<file path="config.mk">
export PLATFORM = sky130hd
export DESIGN_NAME = gpio_pin_config_bank
export DESIGN_NICKNAME = d
export VERILOG_FILES = /design/src/pkg/gpio_cfg_pkg.sv /design/src/verilog/gpio_pin_config_bank.sv /design/src/verilog/sync2.sv /design/src/verilog/pin_cell.sv
export SDC_FILE = /design/constraint.sdc
export NUM_CORES = 1
export LEC_CHECK = 0
export ABC_AREA = 1
export BUFFER_PORTS_ARGS = -buffer_cell sky130_fd_sc_hd__buf_4
export CORE_ASPECT_RATIO = 0.7
export CORE_MARGIN = 4
export CORE_UTILIZATION = 45
export CTS_CLUSTER_SIZE = 28
export DETAILED_ROUTE_END_ITERATION = 6
export GPL_ROUTABILITY_DRIVEN = 0
export PLACE_DENSITY_LB_ADDON = 0.1
export SYNTH_ARGS = -nofsm -noshare
export SYNTH_HDL_FRONTEND = slang
export SYNTH_SLANG_ARGS = --single-unit
</file>
<file path="constraint.sdc">
create_clock -name sys_clk -period 1.32 [get_ports sys_clk]
set_clock_uncertainty 0.1 [all_clocks]
set_input_delay 0.132 -clock sys_clk [delete_from_list [all_inputs] [get_ports sys_clk]]
set_output_delay 0.132 -clock sys_clk [all_outputs]
set_load 0.05 [all_outputs]
</file>
<file path="src/pkg/gpio_cfg_pkg.sv">
/*
 * gpio_cfg_pkg: offsets, reset values, field positions, write masks and
 * shared types of the pin configuration bank.
 * Assumes an 8-bit register port with byte offsets as listed here.
 */
package gpio_cfg_pkg;

	// ----------------------------------------
	// sizes
	// ----------------------------------------
	localparam int NUM_CFG_PINS = 8;
	localparam int DATA_W       = 8;
	localparam int ADDR_W       = 8;

	// ----------------------------------------
	// register offsets, index 0 is pin 5.3 ... index 7 is pin 6.2
	// ----------------------------------------
	localparam logic [7:0] OFS_PIN_5_3_CONTROL = 8'h42;
	localparam logic [7:0] OFS_PIN_5_4_CONTROL = 8'h43;
	localparam logic [7:0] OFS_PIN_5_5_CONTROL = 8'h44;
	localparam logic [7:0] OFS_PIN_5_6_CONTROL = 8'h45;
	localparam logic [7:0] OFS_PIN_5_7_CONTROL = 8'h46;
	localparam logic [7:0] OFS_PIN_6_0_CONTROL = 8'h47;
	localparam logic [7:0] OFS_PIN_6_1_CONTROL = 8'h48;
	localparam logic [7:0] OFS_PIN_6_2_CONTROL = 8'h49;
	localparam logic [7:0] OFS_PORT8_DATA      = 8'h4A;
	localparam logic [7:0] OFS_PORT8_RST_EN    = 8'h5F;

	// ----------------------------------------
	// reset values
	// ----------------------------------------
	localparam logic [7:0] RST_PIN_5_3_CONTROL = 8'h00;
	localparam logic [7:0] RST_PIN_5_4_CONTROL = 8'h01;
	localparam logic [7:0] RST_PIN_5_5_CONTROL = 8'h01;
	localparam logic [7:0] RST_PIN_5_6_CONTROL = 8'h01;
	localparam logic [7:0] RST_PIN_5_7_CONTROL = 8'h01;
	localparam logic [7:0] RST_PIN_6_0_CONTROL = 8'h01;
	localparam logic [7:0] RST_PIN_6_1_CONTROL = 8'h04;
	localparam logic [7:0] RST_PIN_6_2_CONTROL = 8'h01;
	localparam logic [7:0] RST_PORT8_DATA      = 8'hF0;
	localparam logic [7:0] RST_PORT8_RST_EN    = 8'h00;

	// ----------------------------------------
	// field positions and encodings
	// ----------------------------------------
	localparam int DIR_BIT   = 0;
	localparam int POL_BIT   = 1;
	localparam int FSEL_LO   = 2;
	localparam int FSEL_HI   = 3;
	localparam int ODRAIN_BIT = 7;

	localparam logic [1:0] FUNC_GPIO = 2'h0;
	localparam logic [1:0] FUNC_ALT1 = 2'h1;
	localparam logic [1:0] FUNC_ALT2 = 2'h2;

	// writable bits: two-bit select pins and one-bit select pins
	localparam logic [7:0] MASK_FSEL2 = 8'h8F;
	localparam logic [7:0] MASK_FSEL1 = 8'h87;

	// ----------------------------------------
	// shared types
	// ----------------------------------------
	typedef struct packed {
		logic out;
		logic oe;
	} pin_drive_type;

	typedef struct packed {
		logic out_en;
		logic in_en;
		logic value;
	} alt_route_type;

endpackage : gpio_cfg_pkg

</file>
<file path="src/verilog/gpio_pin_config_bank.sv">
/*
 * gpio_pin_config_bank: configuration bytes of pins 5.3 to 6.2 with their
 * alternate-function routing, and the port 8 data register.
 * Assumes rst_b is the standby-rail power-on reset, main_reset_b a raw
 * pin combining main power-on and PCI reset, and gpio_write_value coming
 * from data registers on the same clock.
 */
//
// How it works
// - a pin is an input when its direction bit 0 is one, an output when zero.
// - bit 1 set inverts the pin's logical value, clear passes it unchanged.
// - bit 7 set drives the pin open drain, clear drives it push-pull.
// - pin 5.3 selects by bits 3:2: GPIO, second-UART transmit, infrared transmit, reserved.
// - pin 5.4 bit 2 routes the pin to the second UART data-set-ready input.
// - pin 5.5 bit 2 drives the second UART request-to-send out on the pin.
// - pin 5.6 bit 2 routes the pin to the second UART clear-to-send input.
// - pin 5.7 bit 2 drives the second UART terminal-ready out on the pin.
// - pin 6.0 selects by bits 3:2: GPIO, first indicator, either-edge interrupt 4, reserved.
// - pin 6.1 selects by bits 3:2: GPIO, second indicator, either-edge interrupt 5, reserved.
// - pin 6.2 bit 2 routes the pin to interrupt request input C.
// - port 8 data bit n maps straight to port 8 pin n on reads and writes.
// - after standby reset all port 8 pins are outputs and the data register holds F0.
//
`timescale 1ns/1ps
`default_nettype none

module gpio_pin_config_bank (
	input  wire logic       sys_clk,
	input  wire logic       rst_b,
	input  wire logic       main_reset_b,
	// register port
	input  wire logic [7:0] reg_addr,
	input  wire logic [7:0] reg_wdata,
	input  wire logic       reg_wr,
	input  wire logic       reg_rd,
	output var  logic [7:0] reg_rdata,
	// configurable pins, index 0 = pin 5.3 ... index 7 = pin 6.2
	input  wire logic [7:0] pin_in,
	output var  logic [7:0] pin_out,
	output var  logic [7:0] pin_oe,
	input  wire logic [7:0] gpio_write_value,
	output var  logic [7:0] gpio_read_value,
	// alternate function sources
	input  wire logic       uart2_transmit,
	input  wire logic       infrared_transmit,
	input  wire logic       uart2_request_to_send_n,
	input  wire logic       uart2_terminal_ready_n,
	input  wire logic       indicator_out_first,
	input  wire logic       indicator_out_second,
	// alternate function sinks
	output var  logic       uart2_data_set_ready_n,
	output var  logic       uart2_clear_to_send_n,
	output var  logic       edge_irq4_pulse,
	output var  logic       edge_irq5_pulse,
	output var  logic       interrupt_request_input_c,
	// port 8, always outputs
	output var  logic [7:0] port8_data_bits
);

	// ----------------------------------------
	// constant tables, index 0 = pin 5.3
	// ----------------------------------------
	localparam logic [7:0][7:0] CFG_OFS = {
		gpio_cfg_pkg::OFS_PIN_6_2_CONTROL, gpio_cfg_pkg::OFS_PIN_6_1_CONTROL,
		gpio_cfg_pkg::OFS_PIN_6_0_CONTROL, gpio_cfg_pkg::OFS_PIN_5_7_CONTROL,
		gpio_cfg_pkg::OFS_PIN_5_6_CONTROL, gpio_cfg_pkg::OFS_PIN_5_5_CONTROL,
		gpio_cfg_pkg::OFS_PIN_5_4_CONTROL, gpio_cfg_pkg::OFS_PIN_5_3_CONTROL};
	localparam logic [7:0][7:0] CFG_RST = {
		gpio_cfg_pkg::RST_PIN_6_2_CONTROL, gpio_cfg_pkg::RST_PIN_6_1_CONTROL,
		gpio_cfg_pkg::RST_PIN_6_0_CONTROL, gpio_cfg_pkg::RST_PIN_5_7_CONTROL,
		gpio_cfg_pkg::RST_PIN_5_6_CONTROL, gpio_cfg_pkg::RST_PIN_5_5_CONTROL,
		gpio_cfg_pkg::RST_PIN_5_4_CONTROL, gpio_cfg_pkg::RST_PIN_5_3_CONTROL};
	// one-bit selects keep bit 3 clear, so their code can never reach 10
	localparam logic [7:0][7:0] CFG_MASK = {
		gpio_cfg_pkg::MASK_FSEL1, gpio_cfg_pkg::MASK_FSEL2,
		gpio_cfg_pkg::MASK_FSEL2, gpio_cfg_pkg::MASK_FSEL1,
		gpio_cfg_pkg::MASK_FSEL1, gpio_cfg_pkg::MASK_FSEL1,
		gpio_cfg_pkg::MASK_FSEL1, gpio_cfg_pkg::MASK_FSEL2};

	// ----------------------------------------
	// input synchronisers
	// ----------------------------------------
	// pin levels are independent bits; no word coherence needed
	logic [7:0] pin_sync;
	logic       main_reset_sync_b;

	sync2 #(
		.WIDTH   (8),
		.RST_VAL (32'h0000_0000)
	) u_pin_sync (
		.sys_clk  (sys_clk),
		.rst_b    (rst_b),
		.async_in (pin_in),
		.sync_out (pin_sync)
	);

	// reset value 0 keeps main-domain defaults applied until the pin is seen high
	sync2 #(
		.WIDTH   (1),
		.RST_VAL (32'h0000_0000)
	) u_main_rst_sync (
		.sys_clk  (sys_clk),
		.rst_b    (rst_b),
		.async_in (main_reset_b),
		.sync_out (main_reset_sync_b)
	);

	// ----------------------------------------
	// register file
	// ----------------------------------------
	logic [7:0][7:0] cfg_r;
	logic [7:0][7:0] cfg_nxt;
	logic [7:0]      port8_r;
	logic [7:0]      port8_nxt;
	logic [7:0]      p8_rst_en_r;
	logic [7:0]      p8_rst_en_nxt;
	logic [7:0]      rdata_nxt;

	always_comb begin
		cfg_nxt       = cfg_r;
		port8_nxt     = port8_r;
		p8_rst_en_nxt = p8_rst_en_r;
		// unmapped offsets match nothing, so their writes are dropped
		for (int i = 0; i < gpio_cfg_pkg::NUM_CFG_PINS; i++) begin
			if (reg_wr && reg_addr == CFG_OFS[i]) begin
				cfg_nxt[i] = reg_wdata & CFG_MASK[i];
			end
		end
		if (reg_wr && reg_addr == gpio_cfg_pkg::OFS_PORT8_DATA) begin
			port8_nxt = reg_wdata;
		end
		if (reg_wr && reg_addr == gpio_cfg_pkg::OFS_PORT8_RST_EN) begin
			p8_rst_en_nxt = reg_wdata;
		end
		// main reset outranks a write landing in the same cycle
		if (!main_reset_sync_b) begin
			cfg_nxt[0] = CFG_RST[0];
			port8_nxt  = (port8_nxt & ~p8_rst_en_r)
				| (gpio_cfg_pkg::RST_PORT8_DATA & p8_rst_en_r);
		end
	end

	// read data stands for one cycle only and is zero otherwise
	always_comb begin
		rdata_nxt = 8'h00;
		if (reg_rd) begin
			for (int i = 0; i < gpio_cfg_pkg::NUM_CFG_PINS; i++) begin
				if (reg_addr == CFG_OFS[i]) begin
					rdata_nxt = cfg_r[i];
				end
			end
			if (reg_addr == gpio_cfg_pkg::OFS_PORT8_DATA) begin
				rdata_nxt = port8_r;
			end
			if (reg_addr == gpio_cfg_pkg::OFS_PORT8_RST_EN) begin
				rdata_nxt = p8_rst_en_r;
			end
		end
	end

	// one async reset; main reset acts only through the next-state logic
	always_ff @(posedge sys_clk or negedge rst_b) begin
		if (!rst_b) begin
			cfg_r       <= CFG_RST;
			port8_r     <= gpio_cfg_pkg::RST_PORT8_DATA;
			p8_rst_en_r <= gpio_cfg_pkg::RST_PORT8_RST_EN;
			reg_rdata   <= 8'h00;
		end else begin
			cfg_r       <= cfg_nxt;
			port8_r     <= port8_nxt;
			p8_rst_en_r <= p8_rst_en_nxt;
			reg_rdata   <= rdata_nxt;
		end
	end

	// port 8 has no direction control: the pins are outputs from reset on
	assign port8_data_bits = port8_r;

	// ----------------------------------------
	// alternate function decode
	// ----------------------------------------
	gpio_cfg_pkg::alt_route_type [7:0] alt;
	logic [1:0] fsel_5_3;
	logic [1:0] fsel_6_0;
	logic [1:0] fsel_6_1;

	always_comb begin
		fsel_5_3 = cfg_r[0][gpio_cfg_pkg::FSEL_HI:gpio_cfg_pkg::FSEL_LO];
		fsel_6_0 = cfg_r[5][gpio_cfg_pkg::FSEL_HI:gpio_cfg_pkg::FSEL_LO];
		fsel_6_1 = cfg_r[6][gpio_cfg_pkg::FSEL_HI:gpio_cfg_pkg::FSEL_LO];
		// polarity stays with GPIO use; alternate signals pass as they are
		alt = '0;
		// reserved code 11 falls back to GPIO behaviour
		if (fsel_5_3 == gpio_cfg_pkg::FUNC_ALT1) begin
			alt[0] = '{out_en: 1'b1, in_en: 1'b0, value: uart2_transmit};
		end else if (fsel_5_3 == gpio_cfg_pkg::FUNC_ALT2) begin
			alt[0] = '{out_en: 1'b1, in_en: 1'b0, value: infrared_transmit};
		end
		// input functions only release the pin; the level is picked up below
		alt[1].in_en = cfg_r[1][gpio_cfg_pkg::FSEL_LO];
		if (cfg_r[2][gpio_cfg_pkg::FSEL_LO]) begin
			alt[2] = '{out_en: 1'b1, in_en: 1'b0, value: uart2_request_to_send_n};
		end
		alt[3].in_en = cfg_r[3][gpio_cfg_pkg::FSEL_LO];
		if (cfg_r[4][gpio_cfg_pkg::FSEL_LO]) begin
			alt[4] = '{out_en: 1'b1, in_en: 1'b0, value: uart2_terminal_ready_n};
		end
		if (fsel_6_0 == gpio_cfg_pkg::FUNC_ALT1) begin
			alt[5] = '{out_en: 1'b1, in_en: 1'b0, value: indicator_out_first};
		end else if (fsel_6_0 == gpio_cfg_pkg::FUNC_ALT2) begin
			alt[5].in_en = 1'b1;
		end
		if (fsel_6_1 == gpio_cfg_pkg::FUNC_ALT1) begin
			alt[6] = '{out_en: 1'b1, in_en: 1'b0, value: indicator_out_second};
		end else if (fsel_6_1 == gpio_cfg_pkg::FUNC_ALT2) begin
			alt[6].in_en = 1'b1;
		end
		alt[7].in_en = cfg_r[7][gpio_cfg_pkg::FSEL_LO];
	end

	// ----------------------------------------
	// pin cells
	// ----------------------------------------
	// one cell per pin applies direction, polarity and drive type
	gpio_cfg_pkg::pin_drive_type [7:0] drive;
	logic [7:0] read_value;

	for (genvar g = 0; g < gpio_cfg_pkg::NUM_CFG_PINS; g++) begin : g_cell
		pin_cell u_cell (
			.cfg        (cfg_r[g]),
			.alt        (alt[g]),
			.gpio_value (gpio_write_value[g]),
			.pin_level  (pin_sync[g]),
			.drive      (drive[g]),
			.read_value (read_value[g])
		);
	end

	// ----------------------------------------
	// registered pin and sink outputs
	// ----------------------------------------
	logic [7:0] pin_out_nxt;
	logic [7:0] pin_oe_nxt;
	logic       dsr_nxt;
	logic       cts_nxt;
	logic       irqc_nxt;
	logic       irq4_nxt;
	logic       irq5_nxt;
	// edge history runs while unrouted, so turning the route on gives no false pulse
	logic       lvl6_0_r;
	logic       lvl6_1_r;

	always_comb begin
		// value and enable register together so the pad sees one change
		for (int i = 0; i < gpio_cfg_pkg::NUM_CFG_PINS; i++) begin
			pin_out_nxt[i] = drive[i].out;
			pin_oe_nxt[i]  = drive[i].oe;
		end
		// unrouted modem inputs read inactive so the UART sees no line change
		dsr_nxt  = alt[1].in_en ? pin_sync[1] : 1'b1;
		cts_nxt  = alt[3].in_en ? pin_sync[3] : 1'b1;
		irqc_nxt = alt[7].in_en & pin_sync[7];
		irq4_nxt = alt[5].in_en & (pin_sync[5] ^ lvl6_0_r);
		irq5_nxt = alt[6].in_en & (pin_sync[6] ^ lvl6_1_r);
	end

	always_ff @(posedge sys_clk or negedge rst_b) begin
		if (!rst_b) begin
			pin_out_r_init();
		end else begin
			pin_out                   <= pin_out_nxt;
			pin_oe                    <= pin_oe_nxt;
			gpio_read_value           <= read_value;
			uart2_data_set_ready_n    <= dsr_nxt;
			uart2_clear_to_send_n     <= cts_nxt;
			interrupt_request_input_c <= irqc_nxt;
			edge_irq4_pulse           <= irq4_nxt;
			edge_irq5_pulse           <= irq5_nxt;
			lvl6_0_r                  <= pin_sync[5];
			lvl6_1_r                  <= pin_sync[6];
		end
	end

	// reset branch kept in one place; all constants
	task automatic pin_out_r_init();
		pin_out                   <= 8'h00;
		pin_oe                    <= 8'h00;
		gpio_read_value           <= 8'h00;
		uart2_data_set_ready_n    <= 1'b1;
		uart2_clear_to_send_n     <= 1'b1;
		interrupt_request_input_c <= 1'b0;
		edge_irq4_pulse           <= 1'b0;
		edge_irq5_pulse           <= 1'b0;
		lvl6_0_r                  <= 1'b0;
		lvl6_1_r                  <= 1'b0;
	endtask : pin_out_r_init

endmodule : gpio_pin_config_bank

`default_nettype wire

</file>
<file path="src/verilog/sync2.sv">
/*
 * sync2: two-flop synchroniser for a vector of levels.
 * Assumes each bit is an independent level; no word coherence.
 */
`timescale 1ns/1ps
`default_nettype none

module sync2 #(
	parameter int          WIDTH   = 1,
	parameter logic [31:0] RST_VAL = 32'h0000_0000
) (
	input  wire logic             sys_clk,
	input  wire logic             rst_b,
	input  wire logic [WIDTH-1:0] async_in,
	output var  logic [WIDTH-1:0] sync_out
);

	logic [WIDTH-1:0] meta_r;
	logic [WIDTH-1:0] meta_nxt;
	logic [WIDTH-1:0] sync_nxt;

	always_comb begin
		meta_nxt = async_in;
		sync_nxt = meta_r;
	end

	always_ff @(posedge sys_clk or negedge rst_b) begin
		if (!rst_b) begin
			meta_r   <= RST_VAL[WIDTH-1:0];
			sync_out <= RST_VAL[WIDTH-1:0];
		end else begin
			meta_r   <= meta_nxt;
			sync_out <= sync_nxt;
		end
	end

endmodule : sync2

`default_nettype wire

</file>
<file path="src/verilog/pin_cell.sv">
/*
 * pin_cell: drive and read logic of one configurable pin.
 * Assumes pin_level is already synchronised; purely combinational.
 */
`timescale 1ns/1ps
`default_nettype none

module pin_cell (
	input  wire logic [7:0]                  cfg,
	input  wire gpio_cfg_pkg::alt_route_type alt,
	input  wire logic                        gpio_value,
	input  wire logic                        pin_level,
	output var  gpio_cfg_pkg::pin_drive_type drive,
	output var  logic                        read_value
);

	logic drv;
	logic val;

	always_comb begin
		drv = 1'b0;
		val = 1'b0;
		if (alt.out_en) begin
			drv = 1'b1;
			val = alt.value;
		end else if (!alt.in_en) begin
			drv = ~cfg[gpio_cfg_pkg::DIR_BIT];
			val = gpio_value ^ cfg[gpio_cfg_pkg::POL_BIT];
		end
		// open drain only ever pulls low; a high is left to the pull-up
		if (cfg[gpio_cfg_pkg::ODRAIN_BIT]) begin
			drive.out = 1'b0;
			drive.oe  = drv & ~val;
		end else begin
			drive.out = val;
			drive.oe  = drv;
		end
		read_value = pin_level ^ cfg[gpio_cfg_pkg::POL_BIT];
	end

endmodule : pin_cell

`default_nettype wire

</file>
==> key figures <==
Outcome
  – Status: finished with violations
  – Failing checks: setup timing

Logic synthesis
  – Yosys warning count: 0
  – Synth area leaders: dfrtp_1, nand2_1, dfstp_2
  – Seq/Total Area, Yosys: 0.6003
  – Register bit total from synthesis: 108
  – Main combinational cell family by area after synthesis: simple AND/OR/NAND/NOR gates
  – Post-synth top area cell: dfrtp_1
  – Yosys cell types: 37
  – Number of synthesized flops with an enable pin: 0
  – Simple-gate share of the synthesized area: 0.1804
  – Cell Area, Synth: around 0.0045 sq mm
  – Post-synthesis mux area share: 0.004420
  – Cells after synthesis: 461
  – Post-synthesis net count: ~510
  – XOR/XNOR Fraction of Synth Area: 0.03481
  – Synth Area in Compound Gates: 0.1144
  – Post-synth top area share: 0.5249
  – Synth async-reset ratio: 1.000
  – Top FF cell, synth: dfrtp_1
  – Adder-Cell Fraction of Synth Area: 0.005525
  – Avg Inst Size Synth: 9.825 sq um

Global routing
  – Vias in the first global route: 3598
  – Met3 GRT Util: 0.04366
  – Overflow after GRT: 0
  – GRT Resource Usage Total: 0.1931
  – First-pass GRT wire length: 17720 um
  – GR Util met1: 0.2764
  – GR peak layer: met2
  – Initial antenna violation count: 0
  – Pin count of the biggest net entering global routing: between 80 and 90
  – Met2 Use GR: 0.2901

Clock tree
  – Clk Latency, worst-skew pair: about 0.34 ns
  – Root Buffer Master: clkbuf_16
  – Htree depth: 3
  – CTS buffer count: 9
  – Clock transition at the registers of the reported paths: 0.07 ns
  – TritonCTS clock tree: yes
  – CTS sink count: 108
  – CTS max path bufs: 2

Place
  – Number of port buffers: 87
  – Dpl ws: -0.2318 ns
  – Post-detail-place hpwl: 7636 um

Critical path
  – WP data arrival: between 1.5 and 2 ns
  – Maximum fanout along the worst path: 3
  – Reg2Reg Setup Slack: -0.009 ns
  – Crit path capture type: register
  – Worst endpoint required time: 1.51 ns
  – Kind of critical path: reg -> reg
  – Startpoint types: register

Timing
  – Final critical-path required period: approximately 1.3 ns
  – Slew Limit Fails: 0
  – Slew @ Worst Pin: 0.4968 ns
  – Hold WS: 0.02000 ns
  – Final worst-path setup slack: -0.008552 ns
  – Fmax: 752.7 MHz
  – Final setup viols: 1
  – Slew headroom: 0.6684
  – Final Hold Fails: 0
  – Period utilization: 1.006
  – RSZ-0062 raised after global routing: true

Cells and area
  – Multi-input logic area: 0.001578 sq mm
  – Number of fillers in the final layout: 855
  – Nets: 661
  – Most common cell after layout, fill and taps aside: buf_4
  – Antenna Cells: 0
  – Commonest cells after routing, fill and taps aside: buf_4, nand2_1, dfrtp_1
  – FF+latch area: between 0.002 and 0.003 sq mm
  – Synth-to-Final Area Change: 37.40%
  – Layout cells sized above 1: 0.3156

Drt
  – Drt via density: 4.849
  – Routed Antenna Nets: 0
  – Iteration-0 DRC Markers: 231
  – Initial DRT Pass Iterations: 7
  – Average wire per standard cell: about 14 um
  – Residual DRC: 0
  – Via Count: roughly 3600
  – Final wirelength: 10590 um

Power
  – Logic pwr share: 0.183
  – Flop pwr share: 0.472
  – Pwr per Cell Area: approximately 1300 mW/mm^2
  – Clock power frac: 0.345
  – Sw Share: 0.2785
  – Switch Pwr: 2186 uW
  – Internal: 5663 uW
  – P_leak: 0.003000 uW
  – Peak supply drop: around 0.85 mV

Floorplanning
  – Core area: 0.009759 sq mm
  – Die Wd: 127.9 um
  – Starting density of the core: 0.4641
  – # rows: 30
  – Die Y-Extent: 91.94 um
  – Die ar.: approximately 0.012 sq mm
  – Boundary Pins: 88

Flow run
  – MaxCap Viol Count: 0

Hold path
  – Worst Hold Class: in -> reg
synth_stat cells, drive strengths merged (4+ instances only):
master and instances:
xor2 12, nand4 11, nand2 108, o211ai 5
a21oi 17, nand3 18, inv 62, xnor2 6
dfrtp 95, nor2 31, o21ai 55, buf 4
dfstp 13
path summary, 6_finish.rpt:
kind	cells past startpoint	end	start
worst max-delay path	6	pin_oe[0]$_DFF_PN0_	cfg_r[3]$_DFFE_PN0P_
worst min-delay path	3	port8_data_bits[1]$_DFF_PN0_	reg_wdata[1]
worst max register to register	6	pin_oe[0]$_DFF_PN0_	cfg_r[3]$_DFFE_PN0P_
worst min register to register	0	u_pin_sync.sync_out[2]$_DFF_PN0_	u_pin_sync.meta_r[2]$_DFF_PN0_
max in group asynchronous	3	port8_data_bits[7]$_DFF_PN1_	rst_b
min in group asynchronous	3	pin_oe[3]$_DFF_PN0_	rst_b
area by class of cell:
| class | count | area share |
|---|---|---|
| Clock buffer | 12 | 0.04121 |
| Inverter | 62 | 0.03800 |
| Timing Repair Buffer | 150 | 0.1968 |
| Tap cell | 128 | 0.02573 |
| Clock inverter | 4 | 0.007640 |
| Multi-Input combinational cell | 285 | 0.2535 |
| Sequential cell | 108 | 0.4371 |
sequential cells by signal (all words and copies together) (netlist names):
| name | count |
|---|---|
| uart2_data_set_ready_n | 1 |
| gpio_read_value | 8 |
| reg_rdata | 8 |
| edge_irq4_pulse | 1 |
| uart2_clear_to_send_n | 1 |
| port8_data_bits | 8 |
| p8_rst_en_r | 8 |
| pin_oe | 8 |
| u_main_rst_sync.sync_out | 1 |
| u_pin_sync.sync_out | 8 |
| lvl6_0_r | 1 |
| cfg_r | 32 |
| edge_irq5_pulse | 1 |
| lvl6_1_r | 1 |
| pin_out | 8 |
| u_pin_sync.meta_r | 8 |
| interrupt_request_input_c | 1 |
| alt | 3 |
| u_main_rst_sync.meta_r | 1 |
timing repair:
item / CTS / global route
setup endpoints to repair: 6 / 18
pin swaps: 6 / 6
resized for setup: 8 / 14
hold endpoints to repair: 125 / 0
hold buffers: 21 / 0
buffers inserted: 1 / 5
cells by family after synthesis:
kind of cell / Yosys count
flip-flops: 108
multiplexers: 2
adder cells (fa/ha/maj): 2
AO/OA/AOI/OAI: 87
XOR/XNOR: 18
buffers and inverters: 68
AND/OR/NAND/NOR: 176
worst max-delay path, stage by stage, from the launching register on:
cell and delay [ns]:
dfrtp_2 0.40, inv_1 0.07, ha_1 0.20, a21oi_1 0.14, o21ai_1 0.09, a32o_1 0.22, inv_1 0.05
power by group through the flow:
| stage | Combinational, uW | Clock (uW) | Sequential (uW) |
|---|---|---|---|
| 2_1_floorplan | 323 | 0 | 4190 |
| 3_3_place_gp | 1310 | 0 | 3750 |
| 3_5_place_dp | 1330 | 0 | 3750 |
| 4_1_cts | 1430 | 2800 | 3700 |
| 5_1_grt | 1550 | 2930 | 3730 |
| 6_report | 1440 | 2710 | 3700 |
routing by layer:
layer	wire length [um]	part of all wire	vias up
met5	0	0	-
met4	148	0.014	0
met3	620	0.059	12
met2	4729	0.45	106
met1	5094	0.48	1699
li1	-	-	1815
per-stage QoR:
| stage | std cells | area [sq um] | total power [uW] | TNS (ns) | util |
|---|---|---|---|---|---|
| 2_1_floorplan | 461 | 4529 | 4511 | 0 | - |
| 3_3_place_gp | 706 | 5585 | 5065 | -6.695 | 0.5723 |
| 3_5_place_dp | 706 | 5585 | 5084 | -8.539 | 0.5723 |
| 4_1_cts | 744 | 6140 | 7922 | -0.04686 | 0.6291 |
| 5_1_grt | 749 | 6223 | 8210 | -0.2024 | 0.6377 |
| 6_report | 749 | 6223 | 7849 | -0.008552 | 0.6377 |
(Power assumes the default switching activity.)
